## config.mk

```make
export PLATFORM = sky130hd
export DESIGN_NAME = cbw_detect
export DESIGN_NICKNAME = d
export VERILOG_FILES = /design/src/cbw_pkg.sv /design/src/cbw_detect.sv /design/src/cbw_buffer.sv
export SDC_FILE = /design/constraint.sdc
export NUM_CORES = 1
export LEC_CHECK = 0
export ABC_AREA = 1
export BUFFER_PORTS_ARGS = -buffer_cell sky130_fd_sc_hd__buf_4
export CAP_MARGIN = 20
export CORE_MARGIN = 2
export CORE_UTILIZATION = 53
export CTS_CLUSTER_DIAMETER = 60
export CTS_CLUSTER_SIZE = 30
export DETAILED_ROUTE_END_ITERATION = 8
export PLACE_DENSITY = 0.72
export REMOVE_ABC_BUFFERS = 1
export SETUP_SLACK_MARGIN = 0.4
export SLEW_MARGIN = 40
export SYNTH_ARGS = -nofsm -noshare
export SYNTH_HDL_FRONTEND = slang
export SYNTH_SLANG_ARGS = --single-unit
export TNS_END_PERCENT = 1
```

## constraint.sdc

```tcl
create_clock -name ref_clk -period 2.12 [get_ports ref_clk]
set_input_delay 0.318 -clock ref_clk [delete_from_list [all_inputs] [get_ports ref_clk]]
set_output_delay 0.318 -clock ref_clk [all_outputs]
set_load 0.1 [all_outputs]
```

## src/cbw_pkg.sv

```systemverilog
// Purpose: Shared constants and types for the configuration bus width and sync word front end
// Assumes: 32-bit parallel data pins, byte lanes bit reversed at the pins
// Notes:   All patterns are held in stream (unswapped) bit order
package cbw_pkg;

   // ---------------------------------------------------------------
   // Stream patterns
   // ---------------------------------------------------------------
   localparam logic [7:0]  CBW_WIDTH_MARK  = 8'hbb;
   localparam logic [7:0]  CBW_CODE_X8     = 8'h11;
   localparam logic [7:0]  CBW_CODE_X16    = 8'h22;
   localparam logic [7:0]  CBW_CODE_X32    = 8'h44;
   localparam logic [31:0] CBW_SYNC_WORD   = 32'haa995566;

   // ---------------------------------------------------------------
   // Counts and reset values
   // ---------------------------------------------------------------
   localparam logic [5:0]  CBW_BEATS_X8    = 6'h04;
   localparam logic [5:0]  CBW_BEATS_X16   = 6'h02;
   localparam logic [5:0]  CBW_BEATS_X32   = 6'h01;
   localparam logic [5:0]  CBW_BEATS_X1    = 6'h20;
   localparam logic [5:0]  CBW_CNT_RESET   = 6'h00;
   localparam logic [31:0] CBW_WORD_RESET  = 32'h00000000;

   // ---------------------------------------------------------------
   // Types
   // ---------------------------------------------------------------
   typedef enum logic [2:0] {
      CBW_MODE_PARALLEL,
      CBW_MODE_MASTER_SERIAL,
      CBW_MODE_SLAVE_SERIAL,
      CBW_MODE_BOUNDARY_SCAN,
      CBW_MODE_SERIAL_FLASH
   } cbw_mode_type;

   typedef enum logic [1:0] {
      CBW_W_X8,
      CBW_W_X16,
      CBW_W_X32,
      CBW_W_X1
   } cbw_width_type;

   typedef enum logic [1:0] {
      CBW_ST_FIND_MARK,
      CBW_ST_FIND_CODE,
      CBW_ST_FIND_SYNC,
      CBW_ST_STREAM
   } cbw_state_type;

   typedef struct packed {
      logic [31:0] head;
      logic [31:0] tail;
      logic        head_valid;
      logic        tail_valid;
      logic        in_ready;
   } cbw_buf_type;

   typedef struct packed {
      cbw_state_type state;
      cbw_width_type width;
      logic          clk_prev;
      logic [31:0]   shift;
      logic [5:0]    beat_cnt;
      logic [31:0]   pend_word;
      logic          pend_valid;
      logic          width_found;
      logic          sync_found;
   } cbw_core_type;

endpackage : cbw_pkg

```

## src/cbw_detect.sv

```systemverilog
// Purpose: Bus width detection and sync word search on the configuration data pins
// Assumes: Pins synchronous to ref_clk; config_clock sampled as a level
// Notes:   One bus word is taken per rising config_clock edge
//
// How it works
// Width search looks only at the low byte lane of the data pins.
// Mark 0xBB followed directly by 0x11 selects the 8-bit bus.
// Mark 0xBB followed directly by 0x22 selects the 16-bit bus.
// Mark 0xBB followed directly by 0x44 selects the 32-bit bus.
// Any other byte after the mark, except a repeated mark, restarts the hunt for a later mark.
// After a valid pair, capture at that width and hunt the sync word.
// Sync word 0xAA995566 in stream order fixes the 32-bit word boundary.
// No word is passed on for processing before the sync word is seen.
// In parallel modes the sync search only runs after width detection.
// After search_restart, serial, scan and serial flash modes skip width search and its bytes.
// The source sends ones, width pattern, ones, then the sync word.
// Every pin byte is bit reversed; x32 sync arrives as 0x5599AA66.
// Byte mode moves one byte per clock, stream MSB on pin zero.
// Reversal is per byte for x16 and x32 as well.
// Data is sampled once per rising config_clock edge, one bus word each.
`timescale 1ns/1ps
module cbw_detect
   import cbw_pkg::*;
(
   // Clock and reset
   input  wire logic          ref_clk,
   input  wire logic          sys_rst,
   // Mode and control
   input  wire cbw_mode_type  cfg_mode,
   input  wire logic          search_restart,
   // Configuration pins
   input  wire logic          config_clock,
   input  wire logic [31:0]   data_pins,
   // Status
   output logic               width_found,
   output cbw_width_type      bus_width,
   output logic               sync_found,
   output logic               source_ready,
   // Aligned word stream
   output logic               word_valid,
   input  wire logic          word_ready,
   output logic [31:0]        word_data
);

   cbw_core_type core_reg;
   cbw_core_type core_next;

   logic [31:0] stream_word;
   logic        clk_rise;
   logic        beat_take;
   logic        buf_ready;
   logic        serial_mode;
   logic [31:0] shifted;
   logic [5:0]  beats_needed;

   // ---------------------------------------------------------------
   // Pin bit order
   // ---------------------------------------------------------------
   // per-byte reversal
   genvar gi;
   generate
      for (gi = 0; gi < 32; gi++)
      begin : g_unswap
         assign stream_word[gi] = data_pins[(gi / 8) * 8 + 7 - (gi % 8)];
      end
   endgenerate

   // ---------------------------------------------------------------
   // Beat strobe
   // ---------------------------------------------------------------
   // rising edge sample
   assign clk_rise  = config_clock && !core_reg.clk_prev;
   // A held word blocks new beats while the buffer is full; the source must pause config_clock
   assign beat_take = clk_rise && !(core_reg.pend_valid && !buf_ready);

   // serial class modes
   assign serial_mode = (cfg_mode == CBW_MODE_MASTER_SERIAL) ||
                        (cfg_mode == CBW_MODE_SLAVE_SERIAL)  ||
                        (cfg_mode == CBW_MODE_BOUNDARY_SCAN) ||
                        (cfg_mode == CBW_MODE_SERIAL_FLASH);

   // ---------------------------------------------------------------
   // Word assembly helpers
   // ---------------------------------------------------------------
   // byte per beat in x8
   function automatic logic [31:0] shift_in(input logic [31:0] acc,
                                            input logic [31:0] beat,
                                            input cbw_width_type w);
      logic [31:0] res;
      res = acc;
      case (w)
         CBW_W_X8:  res = {acc[23:0], beat[7:0]};
         CBW_W_X16: res = {acc[15:0], beat[15:0]};
         CBW_W_X32: res = beat;
         CBW_W_X1:  res = {acc[30:0], beat[7]};
         default:   res = acc;
      endcase
      return res;
   endfunction : shift_in

   function automatic logic [5:0] beats_per_word(input cbw_width_type w);
      logic [5:0] n;
      n = CBW_BEATS_X32;
      case (w)
         CBW_W_X8:  n = CBW_BEATS_X8;
         CBW_W_X16: n = CBW_BEATS_X16;
         CBW_W_X32: n = CBW_BEATS_X32;
         CBW_W_X1:  n = CBW_BEATS_X1;
         default:   n = CBW_BEATS_X32;
      endcase
      return n;
   endfunction : beats_per_word

   assign shifted      = shift_in(core_reg.shift, stream_word, core_reg.width);
   assign beats_needed = beats_per_word(core_reg.width);

   // ---------------------------------------------------------------
   // Search and assembly state machine
   // ---------------------------------------------------------------
   always_comb
   begin
      core_next          = core_reg;
      core_next.clk_prev = config_clock;

      // Held word leaves as soon as the buffer takes it
      if (core_reg.pend_valid && buf_ready)
      begin
         core_next.pend_valid = 1'b0;
      end

      if (search_restart)
      begin
         core_next.shift       = CBW_WORD_RESET;
         core_next.beat_cnt    = CBW_CNT_RESET;
         core_next.width_found = 1'b0;
         core_next.sync_found  = 1'b0;
         if (serial_mode)
         begin
            // skip width search
            core_next.state = CBW_ST_FIND_SYNC;
            core_next.width = CBW_W_X1;
         end
         else
         begin
            core_next.state = CBW_ST_FIND_MARK;
            core_next.width = CBW_W_X8;
         end
      end
      else if (beat_take)
      begin
         case (core_reg.state)
            CBW_ST_FIND_MARK:
            begin
               // low lane only
               if (stream_word[7:0] == CBW_WIDTH_MARK)
               begin
                  core_next.state = CBW_ST_FIND_CODE;
               end
            end
            CBW_ST_FIND_CODE:
            begin
               // width code after mark
               if (stream_word[7:0] == CBW_CODE_X8)
               begin
                  core_next.width       = CBW_W_X8;
                  core_next.width_found = 1'b1;
                  core_next.state       = CBW_ST_FIND_SYNC;
               end
               else if (stream_word[7:0] == CBW_CODE_X16)
               begin
                  core_next.width       = CBW_W_X16;
                  core_next.width_found = 1'b1;
                  core_next.state       = CBW_ST_FIND_SYNC;
               end
               else if (stream_word[7:0] == CBW_CODE_X32)
               begin
                  core_next.width       = CBW_W_X32;
                  core_next.width_found = 1'b1;
                  core_next.state       = CBW_ST_FIND_SYNC;
               end
               else if (stream_word[7:0] != CBW_WIDTH_MARK)
               begin
                  // back to mark hunt
                  core_next.state = CBW_ST_FIND_MARK;
               end
               else
               begin
                  // A repeated mark may itself start the valid pair
                  core_next.state = CBW_ST_FIND_CODE;
               end
               // fresh capture at new width
               core_next.shift = CBW_WORD_RESET;
            end
            CBW_ST_FIND_SYNC:
            begin
               // search runs only once width is known
               core_next.shift = shifted;
               // sync word match
               if (shifted == CBW_SYNC_WORD)
               begin
                  core_next.sync_found = 1'b1;
                  core_next.beat_cnt   = CBW_CNT_RESET;
                  core_next.state      = CBW_ST_STREAM;
               end
            end
            CBW_ST_STREAM:
            begin
               // words pass only after sync
               core_next.shift = shifted;
               if (core_reg.beat_cnt + 6'h01 == beats_needed)
               begin
                  core_next.beat_cnt   = CBW_CNT_RESET;
                  core_next.pend_word  = shifted;
                  core_next.pend_valid = 1'b1;
               end
               else
               begin
                  core_next.beat_cnt = core_reg.beat_cnt + 6'h01;
               end
            end
            default:
            begin
               core_next.state = CBW_ST_FIND_MARK;
            end
         endcase
      end
   end

   always_ff @(posedge ref_clk)
   begin
      if (sys_rst)
      begin
         core_reg.state       <= CBW_ST_FIND_MARK;
         core_reg.width       <= CBW_W_X8;
         core_reg.clk_prev    <= 1'b0;
         core_reg.shift       <= CBW_WORD_RESET;
         core_reg.beat_cnt    <= CBW_CNT_RESET;
         core_reg.pend_word   <= CBW_WORD_RESET;
         core_reg.pend_valid  <= 1'b0;
         core_reg.width_found <= 1'b0;
         core_reg.sync_found  <= 1'b0;
      end
      else
      begin
         core_reg <= core_next;
      end
   end

   // ---------------------------------------------------------------
   // Output buffer
   // ---------------------------------------------------------------
   // Two entries absorb one stall cycle of the receiver without loss
   cbw_buffer u_buffer (
      .ref_clk   (ref_clk),
      .sys_rst   (sys_rst),
      .in_valid  (core_reg.pend_valid),
      .in_ready  (buf_ready),
      .in_data   (core_reg.pend_word),
      .out_valid (word_valid),
      .out_ready (word_ready),
      .out_data  (word_data)
   );

   // ---------------------------------------------------------------
   // Status outputs
   // ---------------------------------------------------------------
   assign width_found  = core_reg.width_found;
   assign bus_width    = core_reg.width;
   assign sync_found   = core_reg.sync_found;
   // Source may send another beat only while nothing is held back
   assign source_ready = !core_reg.pend_valid;

endmodule : cbw_detect

```

## src/cbw_buffer.sv

```systemverilog
// Purpose: Two-entry word buffer between the word assembler and the receiver
// Assumes: Single clock, synchronous active-high reset
// Notes:   in_ready and out_valid are flops, so a full buffer never drops a word
`timescale 1ns/1ps
module cbw_buffer
   import cbw_pkg::*;
(
   // Clock and reset
   input  wire logic        ref_clk,
   input  wire logic        sys_rst,
   // Filling side
   input  wire logic        in_valid,
   output logic             in_ready,
   input  wire logic [31:0] in_data,
   // Draining side
   output logic             out_valid,
   input  wire logic        out_ready,
   output logic [31:0]      out_data
);

   cbw_buf_type buf_reg;
   cbw_buf_type buf_next;

   // ---------------------------------------------------------------
   // Next state
   // ---------------------------------------------------------------
   always_comb
   begin
      buf_next = buf_reg;
      if (buf_reg.head_valid && out_ready)
      begin
         buf_next.head       = buf_reg.tail;
         buf_next.head_valid = buf_reg.tail_valid;
         buf_next.tail_valid = 1'b0;
      end
      if (in_valid && buf_reg.in_ready)
      begin
         if (!buf_next.head_valid)
         begin
            buf_next.head       = in_data;
            buf_next.head_valid = 1'b1;
         end
         else
         begin
            buf_next.tail       = in_data;
            buf_next.tail_valid = 1'b1;
         end
      end
      // Ready is decided a cycle early; a free tail slot is all it needs
      buf_next.in_ready = !buf_next.tail_valid;
   end

   always_ff @(posedge ref_clk)
   begin
      if (sys_rst)
      begin
         buf_reg.head       <= CBW_WORD_RESET;
         buf_reg.tail       <= CBW_WORD_RESET;
         buf_reg.head_valid <= 1'b0;
         buf_reg.tail_valid <= 1'b0;
         buf_reg.in_ready   <= 1'b1;
      end
      else
      begin
         buf_reg <= buf_next;
      end
   end

   assign in_ready  = buf_reg.in_ready;
   assign out_valid = buf_reg.head_valid;
   assign out_data  = buf_reg.head;

endmodule : cbw_buffer

```

==> impl_metrics.json, run 1 <==
{
  "synth_top_family_by_area": "simple AND/OR/NAND/NOR gates",
  "cp.arrival_ps": 2440,
  "gp_congestion": 0.9725,
  "clock_path_buffers": 2,
  "path_clk_slew_ps": 60,
  "reg2reg_to": "core_reg[35]",
  "violations": "setup timing",
  "synthCells": 1050,
  "viasPerCell": 5.312,
  "finalSetupViolations": 2,
  "wl_met1_um": 8373,
  "synth-seq-cells": 144,
  "cts_tree": "done",
  "rrSetupSlack_ps": -8,
  "finalMaxSlewViolations": 0,
  "wl_met3_um": 1167,
  "coreArea_um2": 13190,
  "cts_hold_buf": 0,
  "synthFlopType": "dfxtp_1",
  "numCtsBuffers": 17,
  "ys_seq_area_share_pct": 40.39,
  "avgSynthCellArea_um2": 6.797,
  "drive_above_1_share_pct": 24.02,
  "finalInstanceArea_um2": 9164,
  "dpl_worst_slack_ps": -31.02,
  "largest_register_ffs": 73,
  "endpoint_kind": "flip-flop",
  "routed_wl_um": 19320,
  "die_y_um": 120.0,
  "synth_warnings": 0,
  "hold_viol": 0,
  "required_ps": 2430,
  "final_antenna_net_count": 0,
  "n_fill_cell": 1076,
  "finalCritPeriodShare_pct": 100.4,
  "ir_drop_uv": 623.9,
  "fmax_mhz": 470.0,
  "vias": 7038,
  "synth.area.mux_share_pct": 0,
  "whs_path_depth": 3,
  "yosysUniqueCellTypes": 33,
  "cts_max_level": 4,
  "portBuffers": 77,
  "chipWidth_um": 120.0,
  "worstMarginPinSlew_ps": 411.2,
  "rsz0062_at_grt": "true",
  "drc": 0,
  "placed_area_um2": 7936,
  "clkSinkCount": 144,
  "first_iter_violations": 689,
  "r2r-start": "bus_width[0]",
  "final_cell_mix": "194 x nand2_1, 143 x inv_1, 140 x dfxtp_1",
  "ioPinCount": 78,
  "hold_path.class": "primary input to flip-flop",
  "status": "finished with violations",
  "r2r_cells": 15,
  "row_count": 42,
  "holdPathEnd": "core_reg[73]",
  "start_util_pct": 54.11,
  "grt_overflow": 0,
  "syn_area_um2": 7137,
  "die-area_um2": 14410,
  "setup_slack_ps": -7.726,
  "antenna_found_initial": 0,
  "cp_max_fo": 7,
  "async_flop_share_pct": 0,
  "whs_ps": 121.8,
  "hpwlAfterDp_um": 12330,
  "first_global_vias": 6294,
  "grt_pass1_wl_um": 30020,
  "dr_wl_met2_um": 9027,
  "drv_cap": 0,
  "n_antenna_cell": 0,
  "final_common_cell": "nand2_1",
  "wl_per_cell_um": 14.58,
  "synth_edf_count": 0,
  "drt_first_pass_iters": 5,
  "post-route-min-period_ps": 2128,
  "relSlewSlack_pct": 72.58,
  "worst_clock_skew_ps": 8.037,
  "grt_use_total_pct": 26.12,
  "start_kind": "flip-flop",
  "crit_type": "flip-flop to flip-flop",
  "yosys.area_share.adder_pct": 0.8766,
  "min-delay-start": "config_clock",
  "top_layer": "met4",
  "areaGrowthSynthToFinish_pct": 28.40,
  "root_buffer": "clkbuf_16",
  "power_leakage_nw": 3.864,
  "final_util_pct": 69.47,
  "nets": 1182,
  "pwr_density_cell_nw_per_um2": 713.6,
  "synth_xor_area_share_pct": 0.6136,
  "synth_compound_area_share_pct": 17.92,
  "p_total_mw": 6.540,
  "insertion_delay_ps": 420,
  "grt_max_degree": 66,
  "yosys.area_share.simple_pct": 24.88
}
power breakdown:
group          switching [mW]  total (mW)  internal, mW
Sequential             0.0150        2.73          2.71
Combinational           0.337       0.586         0.249
Clock                    1.14        3.23          2.09
Total                    1.49        6.54          5.05
critical path, cell delays in order (launching register included):
cell and delay, ps:
dfxtp_4 460, nand2_8 90, buf_8 150, nand2_1 60
nand2_1 70, nor2_1 130, nand2_1 80, nor2_1 150
nand3_1 110, nor2_2 130, nand3_2 150, nand2_4 140
buf_6 130, nand3_2 70, nand2_1 70, nor2_1 30
metrics by stage:
| stage | instances | setup TNS [ps] |
|---|---|---|
| floorplan | 957 | -130180 |
| global placement | 1271 | -0.04574 |
| detailed placement | 1271 | -89.57 |
| CTS | 1306 | 0 |
| global route | 1325 | -2126 |
| finish | 1325 | -11.92 |
routing by layer:
metal / vias to the layer above / track usage, %
li1: 3506 / -
met1: 3210 / 34.34
met2: 254 / 41.58
met3: 68 / 4.373
met4: 0 / 12.72
met5: - / 0
worst max path at each step:
stage,slack (ps),start,end
global placement,-0.05,bus_width[1],core_reg[39]
global route,-130,bus_width[0],core_reg[36]
floorplan,-1340,bus_width[1],core_reg[22]
detailed placement,-30,bus_width[1],core_reg[77]
CTS,100,bus_width[1],core_reg[36]
finish,-8,bus_width[0],core_reg[35]
final cells by class:
class | count | area (µm²) | share of cell area [%]
tap | 176 | 220.2 | 2.403
inverter | 149 | 580.6 | 6.335
multi-input combinational | 664 | 3412 | 37.23
clock buffer | 22 | 484.2 | 5.284
sequential | 144 | 2898 | 31.62
clock inverter | 9 | 153.9 | 1.679
timing repair buffer | 161 | 1415 | 15.44
kinds of logic (layout without fill, tap and decap cells):
group	after synthesis	count (layout)
flip-flops	144	144
buffers and inverters	242	341
AND/OR/NAND/NOR	427	427
XOR/XNOR	5	5
adder cells (fa/ha/maj)	5	5
AO/OA/AOI/OAI	227	227
cell usage after synthesis, types with 4 or more instances:
master	n	area (µm²)
nor2_1	122	457.9
ha_1	5	62.56
inv_1	144	540.5
a211oi_1	44	330.3
buf_2	10	50.05
nand4_1	12	75.07
a22oi_1	8	60.06
nor3_1	5	25.02
clkbuf_1	38	142.6
buf_4	36	270.3
buf_6	5	56.30
inv_2	4	15.01
buf_1	4	15.01
a21oi_1	79	395.4
xor2_1	4	35.03
or2_2	6	37.54
nand2_1	221	829.6
o21ai_0	88	440.4
dfxtp_1	144	2883
nand3_1	48	240.2
timing repair:
item                                    in CTS  in global routing
cloned                                       0                  5
resized for setup                           15                 89
endpoints found under the setup margin      57                 76
pin swaps                                    4                 45
hold endpoints to repair                     0                  0
setup buffers                                4                 14
(Power assumes the default switching activity.)
==> run 2: changes to the inputs <==
==> constraint.sdc (replaced) <==
create_clock -name ref_clk -period 2.1 [get_ports ref_clk]
set_input_delay 0.315 -clock ref_clk [delete_from_list [all_inputs] [get_ports ref_clk]]
set_output_delay 0.315 -clock ref_clk [all_outputs]
set_load 0.1 [all_outputs]
==> impl_metrics.json, run 2 (synthesis results as in run 1) <==
{
  "status": "complete, no violations",
  "setup_tns_ps": 0,
  "endpoint_kind": "flip-flop",
  "slowest_delay_ps": 400,
  "clock_path_buffers": 2,
  "path_clk_slew_ps": 60,
  "largest_register_ffs": 73,
  "placed_area_um2": 7979,
  "root_buffer": "clkbuf_16",
  "start_util_pct": 54.11,
  "drc": 0,
  "ioPinCount": 78,
  "cts_tree": "done",
  "die_y_um": 120.0,
  "finalInstanceArea_um2": 9203,
  "grt_use_met3_pct": 5.798,
  "wl_per_cell_um": 14.12,
  "start_kind": "flip-flop",
  "nets": 1201,
  "hold_viol": 0,
  "instances_no_fill": 1344,
  "antenna_found_initial": 0,
  "final_cell_mix": "210 x nand2_1, 155 x buf_4, 142 x inv_1",
  "worst_clock_skew_ps": 6.766,
  "grt_use_total_pct": 26.95,
  "viasPerCell": 5.265,
  "finalCritPeriodShare_pct": 96.89,
  "n_fill_cell": 1092,
  "routed_wl_um": 18970,
  "hold_path.class": "primary input to flip-flop",
  "power_leakage_nw": 3.973,
  "final_antenna_net_count": 0,
  "pwr_density_cell_nw_per_um2": 685.9,
  "grt_overflow": 0,
  "numCtsBuffers": 17,
  "areaGrowthSynthToFinish_pct": 28.94,
  "gp_congestion": 0.9941,
  "worstMarginPinSlew_ps": 398.7,
  "cp.arrival_ps": 2350,
  "cts_max_level": 4,
  "dp.cells": 1275,
  "grt_max_degree": 66,
  "relSlewSlack_pct": 73.14,
  "drt_first_pass_iters": 5,
  "final_util_pct": 69.77,
  "drive_above_1_share_pct": 24.06,
  "ir_drop_uv": 410.7,
  "met2_usage_pct": 42.19,
  "final_common_cell": "nand2_1",
  "worstPathCellList": "nand2_4 -> buf_12 -> buf_16 -> nand2_2 -> nand2_1 -> nor2_1 -> nand2_1 -> nor2_2 -> nand3_2 -> nor2_4 -> nand3_4 -> nand2_4 -> buf_6 -> nand3_2 -> nand2_1 -> nor2_1",
  "insertion_delay_ps": 430,
  "post-route-min-period_ps": 2035,
  "grt_pass1_wl_um": 31080,
  "portBuffers": 77,
  "drv_cap": 0,
  "coreArea_um2": 13190,
  "rsz0062_at_grt": "true",
  "finalSetupViolations": 0,
  "die-area_um2": 14410,
  "clkSinkCount": 144,
  "crit_family": "simple AND/OR/NAND/NOR gates",
  "rrSetupSlack_ps": 70,
  "first_global_vias": 6559,
  "crit_type": "flip-flop to flip-flop",
  "row_count": 42,
  "n_antenna_cell": 0,
  "hpwlAfterDp_um": 12130,
  "vias": 7076,
  "cp_max_fo": 6,
  "required_ps": 2420,
  "chipWidth_um": 120.0,
  "p_total_mw": 6.312,
  "grt.busiest_layer": "met2",
  "worst-path-buf-inv": 3,
  "finalMaxSlewViolations": 0,
  "first_iter_violations": 622,
  "globalRouteMet1Util_pct": 34.57,
  "fmax_mhz": 491.5,
  "crit_top_cell": "nand2_1",
  "cts_hold_buf": 0,
  "crit_slowest_cell": "dfxtp_4"
}
[run 2: cell types whose count changed in the layout (fill, tap and decap cells not counted), moves of 4 or more]
cell and change:
buf_4 +16, nand2_1 +16, nand2_2 -16, o21ai_2 +9, o21ai_0 -7, a21oi_1 +4
a21oi_2 -4, clkbuf_16 -4, inv_4 +4
[run 2: cell type report]
class	count	area [µm²]	area share (%)
Multi-Input combinational cell	664	3374	36.67
Sequential cell	144	2893	31.43
Timing Repair Buffer	179	1562	16.97
Inverter	149	574.3	6.241
Clock buffer	21	460.4	5.003
Tap cell	176	220.2	2.393
Clock inverter	10	112.6	1.224
Timing Repair inverter	1	6.256	0.06798
[run 2: final timing paths]
| kind | from | endpoint | cells past startpoint |
|---|---|---|---|
| min | config_clock | core_reg[73] | 3 |
| max reg2reg | bus_width[1] | core_reg[35] | 16 |
| max | bus_width[1] | core_reg[35] | 16 |
| min reg2reg | u_buffer.buf_reg[23] | u_buffer.buf_reg[23] | 2 |
[run 2: timing repair]
item	in CTS	in global routing
buffers inserted	33	2
cloned	3	0
endpoints found under the setup margin	43	77
pin swaps	34	28
gates resized for setup	52	54
[run 2: report_power, final]
part / switching, mW / internal [mW] / total [mW]
Clock: 1.14 / 1.80 / 2.93
Combinational: 0.349 / 0.279 / 0.627
Sequential: 0.0116 / 2.74 / 2.75
Total: 1.50 / 4.81 / 6.31
[run 2: metal layers]
layer | wire length [µm] | part of all wire [%] | up-vias
met3 | 1243 | 6.6 | 72
met4 | 805 | 4.2 | 0
li1 | - | - | 3529
met5 | 0 | 0 | -
met1 | 8257 | 44 | 3197
met2 | 8667 | 46 | 278
[run 2: stage by stage]
step                hold WS [ps]  setup WS [ps]
floorplan                  384.1          -1359
global placement           432.3         -36.15
detailed placement         439.3         -121.8
CTS                        101.0          132.3
global route               111.2         -59.60
finish                     114.4          65.37
[run 2: worst register-to-register path: cells and delay by family, from the launching register on]
kind	cells	cell delay (ps)
AND/OR/NAND/NOR	13	1150
flip-flops	1	400
buffers and inverters	3	380
